$ cat src/cph_map.svh
// Purpose: Constants for the coprocessor pipeline follower handshake
// Assumes: Single clock, core and coprocessor share clk
// Notes:   Handshake codes and reset values
`ifndef CPH_MAP_SVH
`define CPH_MAP_SVH
`define CPH_HS_ABSENT   2'b10
`define CPH_HS_WAIT     2'b00
`define CPH_HS_GO       2'b01
`define CPH_HS_LAST     2'b11
`define CPH_INSTR_W     32
`define CPH_NOP_INSTR   32'h0000_0000
`define CPH_FIFO_DEPTH  32
`endif

$ cat src/cph_pkg.sv
// Purpose: Types for the coprocessor pipeline follower handshake
// Assumes: cph_map.svh gives the encodings
// Notes:   Types only
`include "cph_map.svh"
package cph_pkg;
  typedef logic [1:0] cph_hs_t;
  // Core-side sequencer states, Gray coded in IDLE-EXEC-BUSY-LATE order
  typedef enum logic [1:0] {
    CPH_IDLE = 2'b00,
    CPH_EXEC = 2'b01,
    CPH_BUSY = 2'b11,
    CPH_LATE = 2'b10
  } cph_state_t;
endpackage : cph_pkg
$ cat src/cph_if.sv
// Purpose: Link between core end and coprocessor end
// Assumes: One clock, signals sampled on clk rising edge
// Notes:   No clocking block
`timescale 1ns/1ps
`default_nettype none
`include "cph_map.svh"
interface cph_if;
  logic                    coproc_clock_enable;
  logic                    coproc_fetch_strobe_n;
  logic [`CPH_INSTR_W-1:0] coproc_instruction_bus;
  logic                    condition_passed;
  logic                    late_cancel;
  logic [1:0]              decode_handshake;
  logic [1:0]              execute_handshake;
  modport core (
    output coproc_clock_enable, coproc_fetch_strobe_n,
           coproc_instruction_bus, condition_passed, late_cancel,
    input  decode_handshake, execute_handshake
  );
  modport copro (
    input  coproc_clock_enable, coproc_fetch_strobe_n,
           coproc_instruction_bus, condition_passed, late_cancel,
    output decode_handshake, execute_handshake
  );
endinterface : cph_if
`default_nettype wire

$ cat src/cph_core_end.sv
// Purpose: Core end of the pipelined coprocessor handshake
// Assumes: Instructions arrive from a FIFO; user flags which are coproc
// Notes:   Registered link and result outputs; trap and commit pulses report results
//          One instruction is in flight at a time: the far end fills its
//          decode and execute stages from a single bus word, so a second
//          fetch before the first retires would overwrite it
//          The popped word reaches the bus one enabled edge after the
//          strobe, which adds a cycle of latency per instruction
`timescale 1ns/1ps
`default_nettype none
`include "cph_map.svh"
module cph_core_end #(
  parameter int IW    = `CPH_INSTR_W,
  parameter int DEPTH = `CPH_FIFO_DEPTH
) (
  input  wire logic          clk,          // Clock
  input  wire logic          nrst,         // Sync reset, low
  cph_if.core                lnk,          // Coprocessor link
  input  wire logic          stall,        // Core pipeline stall
  input  wire logic          in_valid,     // Instruction offered
  output logic               in_ready,     // FIFO has room
  input  wire logic [IW+2:0] in_data,      // {mem,cond_ok,is_cp,instr}
  input  wire logic          irq,          // Interrupt request
  input  wire logic          data_abort,   // Preceding data abort
  output logic               data_mem_request_n, // Data access, low
  output logic               undef_trap,   // Undefined trap pulse
  output logic               cp_commit     // Commit pulse
);
  typedef struct packed {
    cph_pkg::cph_state_t st;
    logic          en;
    logic          strobe_n;
    logic [IW-1:0] instr;
    logic [IW-1:0] fw;     // Popped word, not yet on the bus
    logic          f_v;    // Fetch stage occupied
    logic          f_cp;   // Fetch stage is a coproc instruction
    logic          f_ok;   // Fetch stage passed its condition
    logic          f_mem;  // Fetch stage is a memory transfer
    logic          d_cp;
    logic          d_ok;
    logic          d_mem;
    logic          d_v;
    logic          x_mem;
    logic          pass;
    logic          late;
    logic          dreq_n;
    logic          trap;
    logic          commit;
  } cph_core_t;

  cph_core_t s_q;
  cph_core_t s_d;
  logic            f_valid;
  logic [IW+2:0]   f_data;
  logic            f_pop;
  logic            imreq_n;
  logic            busy;
  logic [1:0]      hs_in;

  // FIFO ahead of fetch absorbs bursts; core stalls block fetch and let it fill
  cph_fifo #(.WIDTH(IW + 3), .DEPTH(DEPTH)) u_fifo (
    .clk     (clk),
    .nrst    (nrst),
    .s_valid (in_valid),
    .s_ready (in_ready),
    .s_data  (in_data),
    .m_valid (f_valid),
    .m_ready (f_pop),
    .m_data  (f_data)
  );

  // Pipeline moves only when not stalled and not in execute wait
  function automatic logic hs_ok(input logic [1:0] h);
    return (h == `CPH_HS_GO) || (h == `CPH_HS_LAST);
  endfunction : hs_ok

  // Any word still in fetch, decode or execute blocks the next fetch
  assign busy    = s_q.f_v || s_q.d_v || (s_q.st != cph_pkg::CPH_IDLE);
  assign imreq_n = !(f_valid && !stall && !busy);
  assign f_pop   = !imreq_n;

  // First execute cycle answers on decode bus, later ones on execute
  assign hs_in = (s_q.st == cph_pkg::CPH_EXEC) ?
                 lnk.decode_handshake : lnk.execute_handshake;

  // Next-state logic
  always_comb begin
    s_d        = s_q;
    s_d.trap   = 1'b0;
    s_d.commit = 1'b0;
    s_d.late   = 1'b0;
    s_d.en     = !stall;
    s_d.strobe_n = imreq_n;
    s_d.dreq_n = 1'b1;
    // Popped word waits one cycle; the strobe goes out first
    if (!imreq_n) begin
      s_d.fw    = f_data[IW-1:0];
      s_d.f_v   = 1'b1;
      s_d.f_cp  = f_data[IW];
      s_d.f_ok  = f_data[IW+1];
      s_d.f_mem = f_data[IW+2];
    end
    // Strobe edge seen by the far end: the word follows on the bus
    if (s_q.f_v && s_q.en) begin
      s_d.instr = s_q.fw;
      s_d.f_v   = 1'b0;
      s_d.d_v   = 1'b1;
      s_d.d_cp  = s_q.f_cp;
      s_d.d_ok  = s_q.f_ok;
      s_d.d_mem = s_q.f_mem;
    end
    case (s_q.st)
      cph_pkg::CPH_IDLE: begin
        s_d.pass = 1'b0;
        // Decode moves to execute only on an enabled edge
        if (s_q.d_v && s_q.en) begin
          s_d.d_v = 1'b0;
          if (s_q.d_cp && s_q.d_ok) begin
            s_d.x_mem = s_q.d_mem;
            s_d.pass  = 1'b1;
            s_d.st    = cph_pkg::CPH_EXEC;
          end
        end
      end
      cph_pkg::CPH_EXEC,
      cph_pkg::CPH_BUSY: begin
        s_d.late = (s_q.st == cph_pkg::CPH_EXEC) && s_q.en
                   && data_abort;
        if (!s_q.en) begin
          // Stalled: the far end holds too, so nothing is sampled
          s_d.st = s_q.st;
        end else if (s_d.late || irq) begin
          s_d.pass = 1'b0;
          s_d.st   = cph_pkg::CPH_IDLE;
        end else if (hs_in == `CPH_HS_ABSENT) begin
          s_d.trap = 1'b1;
          s_d.pass = 1'b0;
          s_d.st   = cph_pkg::CPH_IDLE;
        end else if (hs_in == `CPH_HS_WAIT) begin
          s_d.st = cph_pkg::CPH_BUSY;
        end else if (hs_ok(hs_in)) begin
          // One data request per GO or LAST answer to a memory transfer
          s_d.dreq_n = !s_q.x_mem;
          if (hs_in == `CPH_HS_LAST) begin
            s_d.commit = 1'b1;
            s_d.pass   = 1'b0;
            s_d.st     = cph_pkg::CPH_IDLE;
          end else begin
            s_d.st = cph_pkg::CPH_BUSY;
          end
        end
      end
      default: begin
        s_d.st = cph_pkg::CPH_IDLE;
      end
    endcase
  end

  // State register; reset empties every stage so no stale word
  // can be taken for a fetch after reset
  always_ff @(posedge clk) begin
    if (!nrst) begin
      s_q          <= '0;
      s_q.st       <= cph_pkg::CPH_IDLE;
      s_q.strobe_n <= 1'b1;
      s_q.dreq_n   <= 1'b1;
      s_q.instr    <= `CPH_NOP_INSTR;
    end else begin
      s_q <= s_d;
    end
  end

  // Link and result outputs all come straight from the state register
  assign lnk.coproc_clock_enable    = s_q.en;
  assign lnk.coproc_fetch_strobe_n  = s_q.strobe_n;
  assign lnk.coproc_instruction_bus = s_q.instr;
  assign lnk.condition_passed       = s_q.pass;
  assign lnk.late_cancel            = s_q.late;
  assign data_mem_request_n         = s_q.dreq_n;
  assign undef_trap                 = s_q.trap;
  assign cp_commit                  = s_q.commit;
endmodule : cph_core_end
`default_nettype wire

$ cat src/cph_fifo.sv
// Purpose: Instruction FIFO feeding the core end
// Assumes: Synchronous reset, single clock
// Notes:   Width and depth are parameters; depth a power of two
`timescale 1ns/1ps
`default_nettype none
module cph_fifo #(
  parameter int WIDTH = 32,
  parameter int DEPTH = 32
) (
  input  wire logic             clk,     // Clock
  input  wire logic             nrst,    // Sync reset, low
  input  wire logic             s_valid, // Write valid
  output logic                  s_ready, // Not full
  input  wire logic [WIDTH-1:0] s_data,  // Write word
  output logic                  m_valid, // Not empty
  input  wire logic             m_ready, // Read accept
  output logic [WIDTH-1:0]      m_data   // Head word
);
  localparam int AW = $clog2(DEPTH);
  logic [WIDTH-1:0] mem_q [DEPTH];
  logic [AW:0]      wp_q;
  logic [AW:0]      rp_q;
  logic             push;
  logic             pop;

  // Full when pointers differ only in the wrap bit
  assign s_ready = (wp_q ^ rp_q) != {1'b1, {AW{1'b0}}};
  assign m_valid = wp_q != rp_q;
  assign m_data  = mem_q[rp_q[AW-1:0]];
  assign push    = s_valid && s_ready;
  assign pop     = m_valid && m_ready;

  // Storage carries no reset; pointers alone define contents
  always_ff @(posedge clk) begin
    if (push) begin
      mem_q[wp_q[AW-1:0]] <= s_data;
    end
  end

  // Pointer update
  always_ff @(posedge clk) begin
    if (!nrst) begin
      wp_q <= '0;
      rp_q <= '0;
    end else begin
      if (push) begin
        wp_q <= wp_q + 1'b1;
      end
      if (pop) begin
        rp_q <= rp_q + 1'b1;
      end
    end
  end
endmodule : cph_fifo
`default_nettype wire

$ cat src/flat_wrapper.sv
// flat-port wrapper written by rule: the top's interface ports become plain ports
module cph_core_end_flat 
#(
  parameter int IW    = `CPH_INSTR_W,
  parameter int DEPTH = `CPH_FIFO_DEPTH
)
  (clk, nrst, stall, in_valid, in_ready, in_data, irq, data_abort, data_mem_request_n, undef_trap, cp_commit, lnk_coproc_clock_enable, lnk_coproc_fetch_strobe_n, lnk_coproc_instruction_bus, lnk_condition_passed, lnk_late_cancel, lnk_decode_handshake, lnk_execute_handshake);
  cph_if lnk_i ();
  input  wire logic clk;
  input  wire logic nrst;
  input  wire logic stall;
  input  wire logic in_valid;
  output logic in_ready;
  input  wire logic [IW+2:0] in_data;
  input  wire logic irq;
  input  wire logic data_abort;
  output logic data_mem_request_n;
  output logic undef_trap;
  output logic cp_commit;
  output wire logic [$bits(lnk_i.coproc_clock_enable)-1:0] lnk_coproc_clock_enable;
  output wire logic [$bits(lnk_i.coproc_fetch_strobe_n)-1:0] lnk_coproc_fetch_strobe_n;
  output wire logic [$bits(lnk_i.coproc_instruction_bus)-1:0] lnk_coproc_instruction_bus;
  output wire logic [$bits(lnk_i.condition_passed)-1:0] lnk_condition_passed;
  output wire logic [$bits(lnk_i.late_cancel)-1:0] lnk_late_cancel;
  input wire logic [$bits(lnk_i.decode_handshake)-1:0] lnk_decode_handshake;
  input wire logic [$bits(lnk_i.execute_handshake)-1:0] lnk_execute_handshake;
  assign lnk_coproc_clock_enable = lnk_i.coproc_clock_enable;
  assign lnk_coproc_fetch_strobe_n = lnk_i.coproc_fetch_strobe_n;
  assign lnk_coproc_instruction_bus = lnk_i.coproc_instruction_bus;
  assign lnk_condition_passed = lnk_i.condition_passed;
  assign lnk_late_cancel = lnk_i.late_cancel;
  assign lnk_i.decode_handshake = lnk_decode_handshake;
  assign lnk_i.execute_handshake = lnk_execute_handshake;
  cph_core_end #(.IW(IW), .DEPTH(DEPTH)) u_core (.clk(clk), .nrst(nrst), .lnk(lnk_i), .stall(stall), .in_valid(in_valid), .in_ready(in_ready), .in_data(in_data), .irq(irq), .data_abort(data_abort), .data_mem_request_n(data_mem_request_n), .undef_trap(undef_trap), .cp_commit(cp_commit));
endmodule
$ cat config.mk
export PLATFORM = sky130hd
export DESIGN_NAME = cph_core_end_flat
export DESIGN_NICKNAME = d
export VERILOG_FILES = /design/src/cph_pkg.sv /design/src/cph_if.sv /design/src/cph_core_end.sv /design/src/cph_fifo.sv /design/src/flat_wrapper.sv
export VERILOG_INCLUDE_DIRS = /design/src
export SDC_FILE = /design/constraint.sdc
export NUM_CORES = 1
export LEC_CHECK = 0
export ABC_AREA = 1
export ABC_CLOCK_PERIOD_IN_PS = 8300
export BUFFER_PORTS_ARGS = -buffer_cell sky130_fd_sc_hd__buf_2
export CORE_MARGIN = 1.5
export CORE_UTILIZATION = 35
export DETAILED_ROUTE_END_ITERATION = 16
export PLACE_DENSITY = 0.58
export SYNTH_ARGS = -nofsm -noshare
export SYNTH_HDL_FRONTEND = slang
export SYNTH_SLANG_ARGS = --single-unit
$ cat constraint.sdc
create_clock -name clk -period 8.3 [get_ports clk]
set_input_delay 2.49 -clock clk [delete_from_list [all_inputs] [get_ports clk]]
set_output_delay 2.49 -clock clk [all_outputs]
set_load 0.02 [all_outputs]
# Word level (Yosys, flattened, before mapping)

Memories as Yosys holds them, arrays and structs flattened. A register that Yosys moved wholly into a read port is not among the register bits.
Cells that the tools add are included.
Widths: inputs -> output; s select.

$add $sub $neg: 2
Equality and inequality tests: 14
Multiplexer cells: 25
Bitwise logic cells: 5
Reductions and logical operators: 30

Operators with widths:

| operator            | number |
|---|---|
| $mux 2              | 11 |
| $add 6x1->6 const B | 2 |
| $mux 1              | 11 |
| $logic_and 1x1->1   | 9 |
| $ne 4x1->1 const B  | 2 |
| $reduce_or 7->1     | 1 |
| $eq 2x2->1 const B  | 3 |
| $ne 2x1->1 const B  | 3 |
| $ne 6x6->1          | 1 |
| $ne 6x6->1 const B  | 1 |
| $xor 6x6->6         | 1 |
| $logic_not 1->1     | 5 |
| $ne 5x1->1 const B  | 1 |
| $reduce_and 5->1    | 1 |
| $eq 2x1->1 const B  | 2 |
| $logic_not 2->1     | 2 |
| $logic_or 1x1->1    | 4 |
| $ne 4x2->1 const B  | 1 |
| $not 1->1           | 4 |
| $pmux 2 s2          | 1 |
| $reduce_and 4->1    | 1 |
| $reduce_bool 2->1   | 2 |
| $reduce_or 2->1     | 2 |
| $reduce_or 4->1     | 1 |
| other kinds (4)     | 4 |

Register bits after elaboration: 59
RAM bits: 1120
Memories: 1

Memory list:

| memory              | words | bits a word | rd ports | clocked after memory_dff | write ports | line           | source |
|---|---|---|---|---|---|---|---|
| u_core.u_fifo.mem_q | 32    | 35          | 1        | 1                        | 1           | cph_fifo.sv:20 | `logic [WIDTH-1:0] mem_q [DEPTH];` |

# Logic depth before layout (Yosys ltp)

Depth in word-level cells: 10
Gate-level depth with buffers: 11

# Hierarchy

Synthesis repeated with hierarchy kept, for this count alone.

Cell total of the unflattened synthesis: 4352
Area, all modules: 49266.0 µm²

By module, submodules not included:

| module       | times used | cells an instance | area an instance (µm²) | seq. area each (µm²) |
|---|---|---|---|---|
| cph_fifo     | 1          | 3958              | 46105.5                | 33972.6 |
| cph_core_end | 1          | 394               | 3160.5                 | 1641.6 |

# Least setup slack after synthesis

Ideal clock, no wire load.

Path type: in2reg
Start point: input in_valid
End point: memory u_core.u_fifo.mem_q[27][0] in the netlist's numbering (enable)
Setup time: 0.471 ns
Data arrival time: 5.133 ns
Data required time: 7.829 ns
Setup slack: 2.696 ns
Stages on the path: 3
Cell sequence: nand2_1 buf_2 nor3_1

Longest elaborated chain between the ends: 3

Ends and longest elaborated chain:

| item                         | line               | source |
|---|---|---|
| from (decl)                  | flat_wrapper.sv:12 | `input wire logic in_valid;` |
| $logic_and 1x1->1            | cph_fifo.sv:30     | `assign push = s_valid && s_ready;` |
| $mux 1                       | cph_fifo.sv:35     | `if (push) begin` |
| $mux 1 (not written as such) | cph_fifo.sv:36     | `mem_q[wp_q[AW-1:0]] <= s_data;` |
| to (decl)                    | cph_fifo.sv:20     |  |

No other way between the ends.

# Worst setup path after layout

Start point: register u_core.u_fifo.rp_q[0]
End point: output in_ready

Longest elaborated chain between the ends: 2

Ends and longest elaborated chain:

| item                   | line               | source |
|---|---|---|
| from (decl)            | cph_fifo.sv:22     | `logic [AW:0] rp_q;` |
| from (signal assigned) | cph_fifo.sv:50     | `rp_q <= rp_q + 1'b1;` |
| $xor 6x6->6            | cph_fifo.sv:27     | `assign s_ready = (wp_q ^ rp_q) != {1'b1, {AW{1'b0}}};` |
| $ne 6x6->1             | cph_fifo.sv:27     |  |
| to (decl)              | flat_wrapper.sv:13 | `output logic in_ready;` |

No other way between the ends.

==> flow_summary.toml <==
[floorplan]
initial_core_util = 0.352
die_width_um = 383
boundaryPins = 85
die_y_um = 383
core_area_um2 = 143000
fp.dieArea_um2 = 146000
rows = 139

[synth]
synth_top_cell_by_area = "edfxtp_1"
syn_area_um2 = 50400
synth_flop_cell = "edfxtp_1"
syn_nets = 4822
async_flop_share = 0
yosys_warnings = 0
synthTopCellsByCount = "nand2_1 (1549), edfxtp_1 (1120), nand3_1 (677)"
synthMostInstantiatedCell = "nand2_1"
synth_edf_count = 1120
ys_seq_elements = 1214
netlist_instances = 4772
yosys-top-cells-area = "edfxtp_1 (67%), nand2_1 (12%), nand3_1 (6.7%)"
synth_top_area_frac = 0.667
synth.distinct_cells = 26
yosysSeqAreaShare = 0.704
syn_area_per_cell_um2 = 10.6

[critical_path]
critPathLaunchType = "flip-flop"
slowest_delay_ps = 710
critical-path-slowest-cell = "dfxtp_4"
timing.rr.start = "u_core.u_fifo.rp_q[2]"
r2r_slack_ps = 4290
cp-startpoint = "u_core.u_fifo.rp_q[0]"
cp.arrival_ps = 2250
crit_end = "in_ready"
cp.depth = 4
crit_path_end_kind = "primary output"
required_ps = 5810
worst-r2r-cell-count = 9
r2r-end = "u_core.s_q[39]"
cp_max_fo = 35
path_cells = "xor2_1 -> nor2_1 -> nand4_1 -> buf_2"
crit_buf_inv = 1
crit_family = "flip-flops"
crit_type = "flip-flop to primary output"

[timing]
relSlewSlack = 0.145
finalHoldViolations = 0
holdWs_ps = 401
tightest_slew_ps = 1280
tns_ps = 0
clock_skew_ps = 29.2
rsz0062_at_grt = "no"
drv_slew = 0
period_needed_ps = 4740
fin_ws_ps = 3560
fin_crit_sh = 0.571
clock.fmax_ghz = 0.211
setup_violations = 0

[global_routing]
grt_pass1_vias = 31400
grt_max_degree = 178
grt_usage = 0.189
grt_antenna_before_repair = 11
grt_pass1_wl_mm = 207
overflow = 0

[detailed_routing]
drc_errors = 0
drtIter0Drc = 3572
postRouteWirelength_mm = 140
postRouteAntennaNets = 0
vias = 33300
wl_per_cell_um = 20.7
first_pass_iters = 6
viasPerCell = 4.93

[flow_run]
cap_viol_max_count = 0

[placement]
io_buffer_count = 84
routabilityCongestion = 0.922
dp_hpwl_mm = 76.7
pre_cts_ws_ps = 3000

[clock_tree]
clock_latency_ps = 750
cts_tree = "done"
postCtsSetupBuffers = 0
clock_path_buffers = 3
cts_sinks = 1214
holdBufCountCts = 0
cts_inserted_buffers = 131
htree_levels = 4
cts.repair.resized = 0
clkTransAtPathRegs_ps = 60
clock_tree.root_cell = "clkbuf_16"

[pwr]
p_leak_nw = 21.9
power.density_nw_per_um2 = 254
vdd_ir_drop_max_mv = 0.167

[layout]
drive_gt1_frac = 0.0742
fillers = 13600
seqCellArea_um2 = 35500
fin_util = 0.395
finalNetCount = 4799
multi_input_area_um2 = 11900
areaGrowthSynthToFinish_pct = 12.2

[worst_hold_path]
hp-class = "flip-flop to flip-flop"

[run_status]
outcome = "complete, no violations"
## worst register-to-register path, cell delays in order (launching register included)
cell     delay, ps
dfxtp_4        640
buf_4          770
inv_4          470
nand2_4        570
buf_4          550
a21oi_1        150
nor2_1         240
nand2_1        240
nand3_1        140
a21oi_1         90
## flip-flops by register name, indices dropped and copies added, names as in the netlist
register	count
u_core.lnk.coproc_fetch_strobe_n	1
u_core.u_fifo.rp_q	6
u_core.u_fifo.mem_q	1120
u_core.lnk.coproc_clock_enable	1
u_core.lnk.late_cancel	1
u_core.undef_trap	1
u_core.lnk.condition_passed	1
u_core.lnk.coproc_instruction_bus	32
u_core.u_fifo.wp_q	6
u_core.s_q	43
u_core.data_mem_request_n	1
u_core.cp_commit	1
## metrics by stage
| step | area [um^2] | total power, W | cells |
|---|---|---|---|
| finish | 56600 | 0.0144 | 6755 |
| global route | 56600 | 0.0149 | 6754 |
| CTS | 56600 | 0.0145 | 6754 |
| detailed placement | 52500 | 0.00897 | 6519 |
| global placement | 52500 | 0.00896 | 6519 |
| floorplan | 50400 | 0.00822 | 4772 |
## how the worst min path moves through the flow
stage / startpoint / end / slack [ps] / cells after the start
global placement: u_core.s_q[5] / u_core.data_mem_request_n / 380 / 1
CTS: u_core.s_q[5] / u_core.data_mem_request_n / 400 / 1
detailed placement: u_core.s_q[5] / u_core.data_mem_request_n / 390 / 1
global route: u_core.s_q[5] / u_core.data_mem_request_n / 420 / 1
floorplan: u_core.s_q[5] / u_core.data_mem_request_n / 360 / 1
finish: u_core.s_q[5] / u_core.data_mem_request_n / 400 / 1
## cell families after synthesis
family | synth area share
AO/OA/AOI/OAI | 0.0200
XOR/XNOR | 0.00226
adder cells (fa/ha/maj) | 0.00124
buffers and inverters | 0.0637
flip-flops | 0.704
AND/OR/NAND/NOR | 0.209
## where the power goes
group | internal, W | switching (W) | total [W] | leakage (nW)
Combinational | 0.000478 | 0.00153 | 0.00201 | 9.04
Sequential | 0.00676 | 0.0000753 | 0.00684 | 10.9
Clock | 0.00320 | 0.00235 | 0.00555 | 1.99
Total | 0.0104 | 0.00395 | 0.0144 | 21.9
## final cells by class
| type | count | area share |
|---|---|---|
| multi-input combinational | 2783 | 0.211 |
| sequential | 1214 | 0.628 |
| clock inverter | 64 | 0.00725 |
| tap | 1903 | 0.0421 |
| clock buffer | 171 | 0.0643 |
| timing repair buffer | 135 | 0.0151 |
| antenna | 1 | 0.0000442 |
| inverter | 484 | 0.0325 |
## layout by cell type (no fill, tap or decap), types with 5 or more instances in the layout
cell type,n
ha_1,5
nand3_1,677
nand2_1,1547
clkinv_2,20
o21ai_1,28
buf_2,84
clkbuf_8,8
nor2_4,28
xor2_1,12
o21ai_0,49
clkbuf_16,137
clkinv_1,33
dfxtp_1,90
inv_1,475
clkbuf_1,26
a21oi_1,116
inv_6,5
nor2_1,299
buf_4,47
edfxtp_1,1120
## routing by layer
layer  up-vias  share of wire  GRT usage  routed length, um
li1      15700              -          -                  -
met1     16300           0.44      0.264              61000
met2      1194           0.47      0.302              65400
met3       173          0.075     0.0332              10500
met4         0          0.020     0.0520               2760
met5         -              0          0                  0
(Power assumes the default switching activity.)
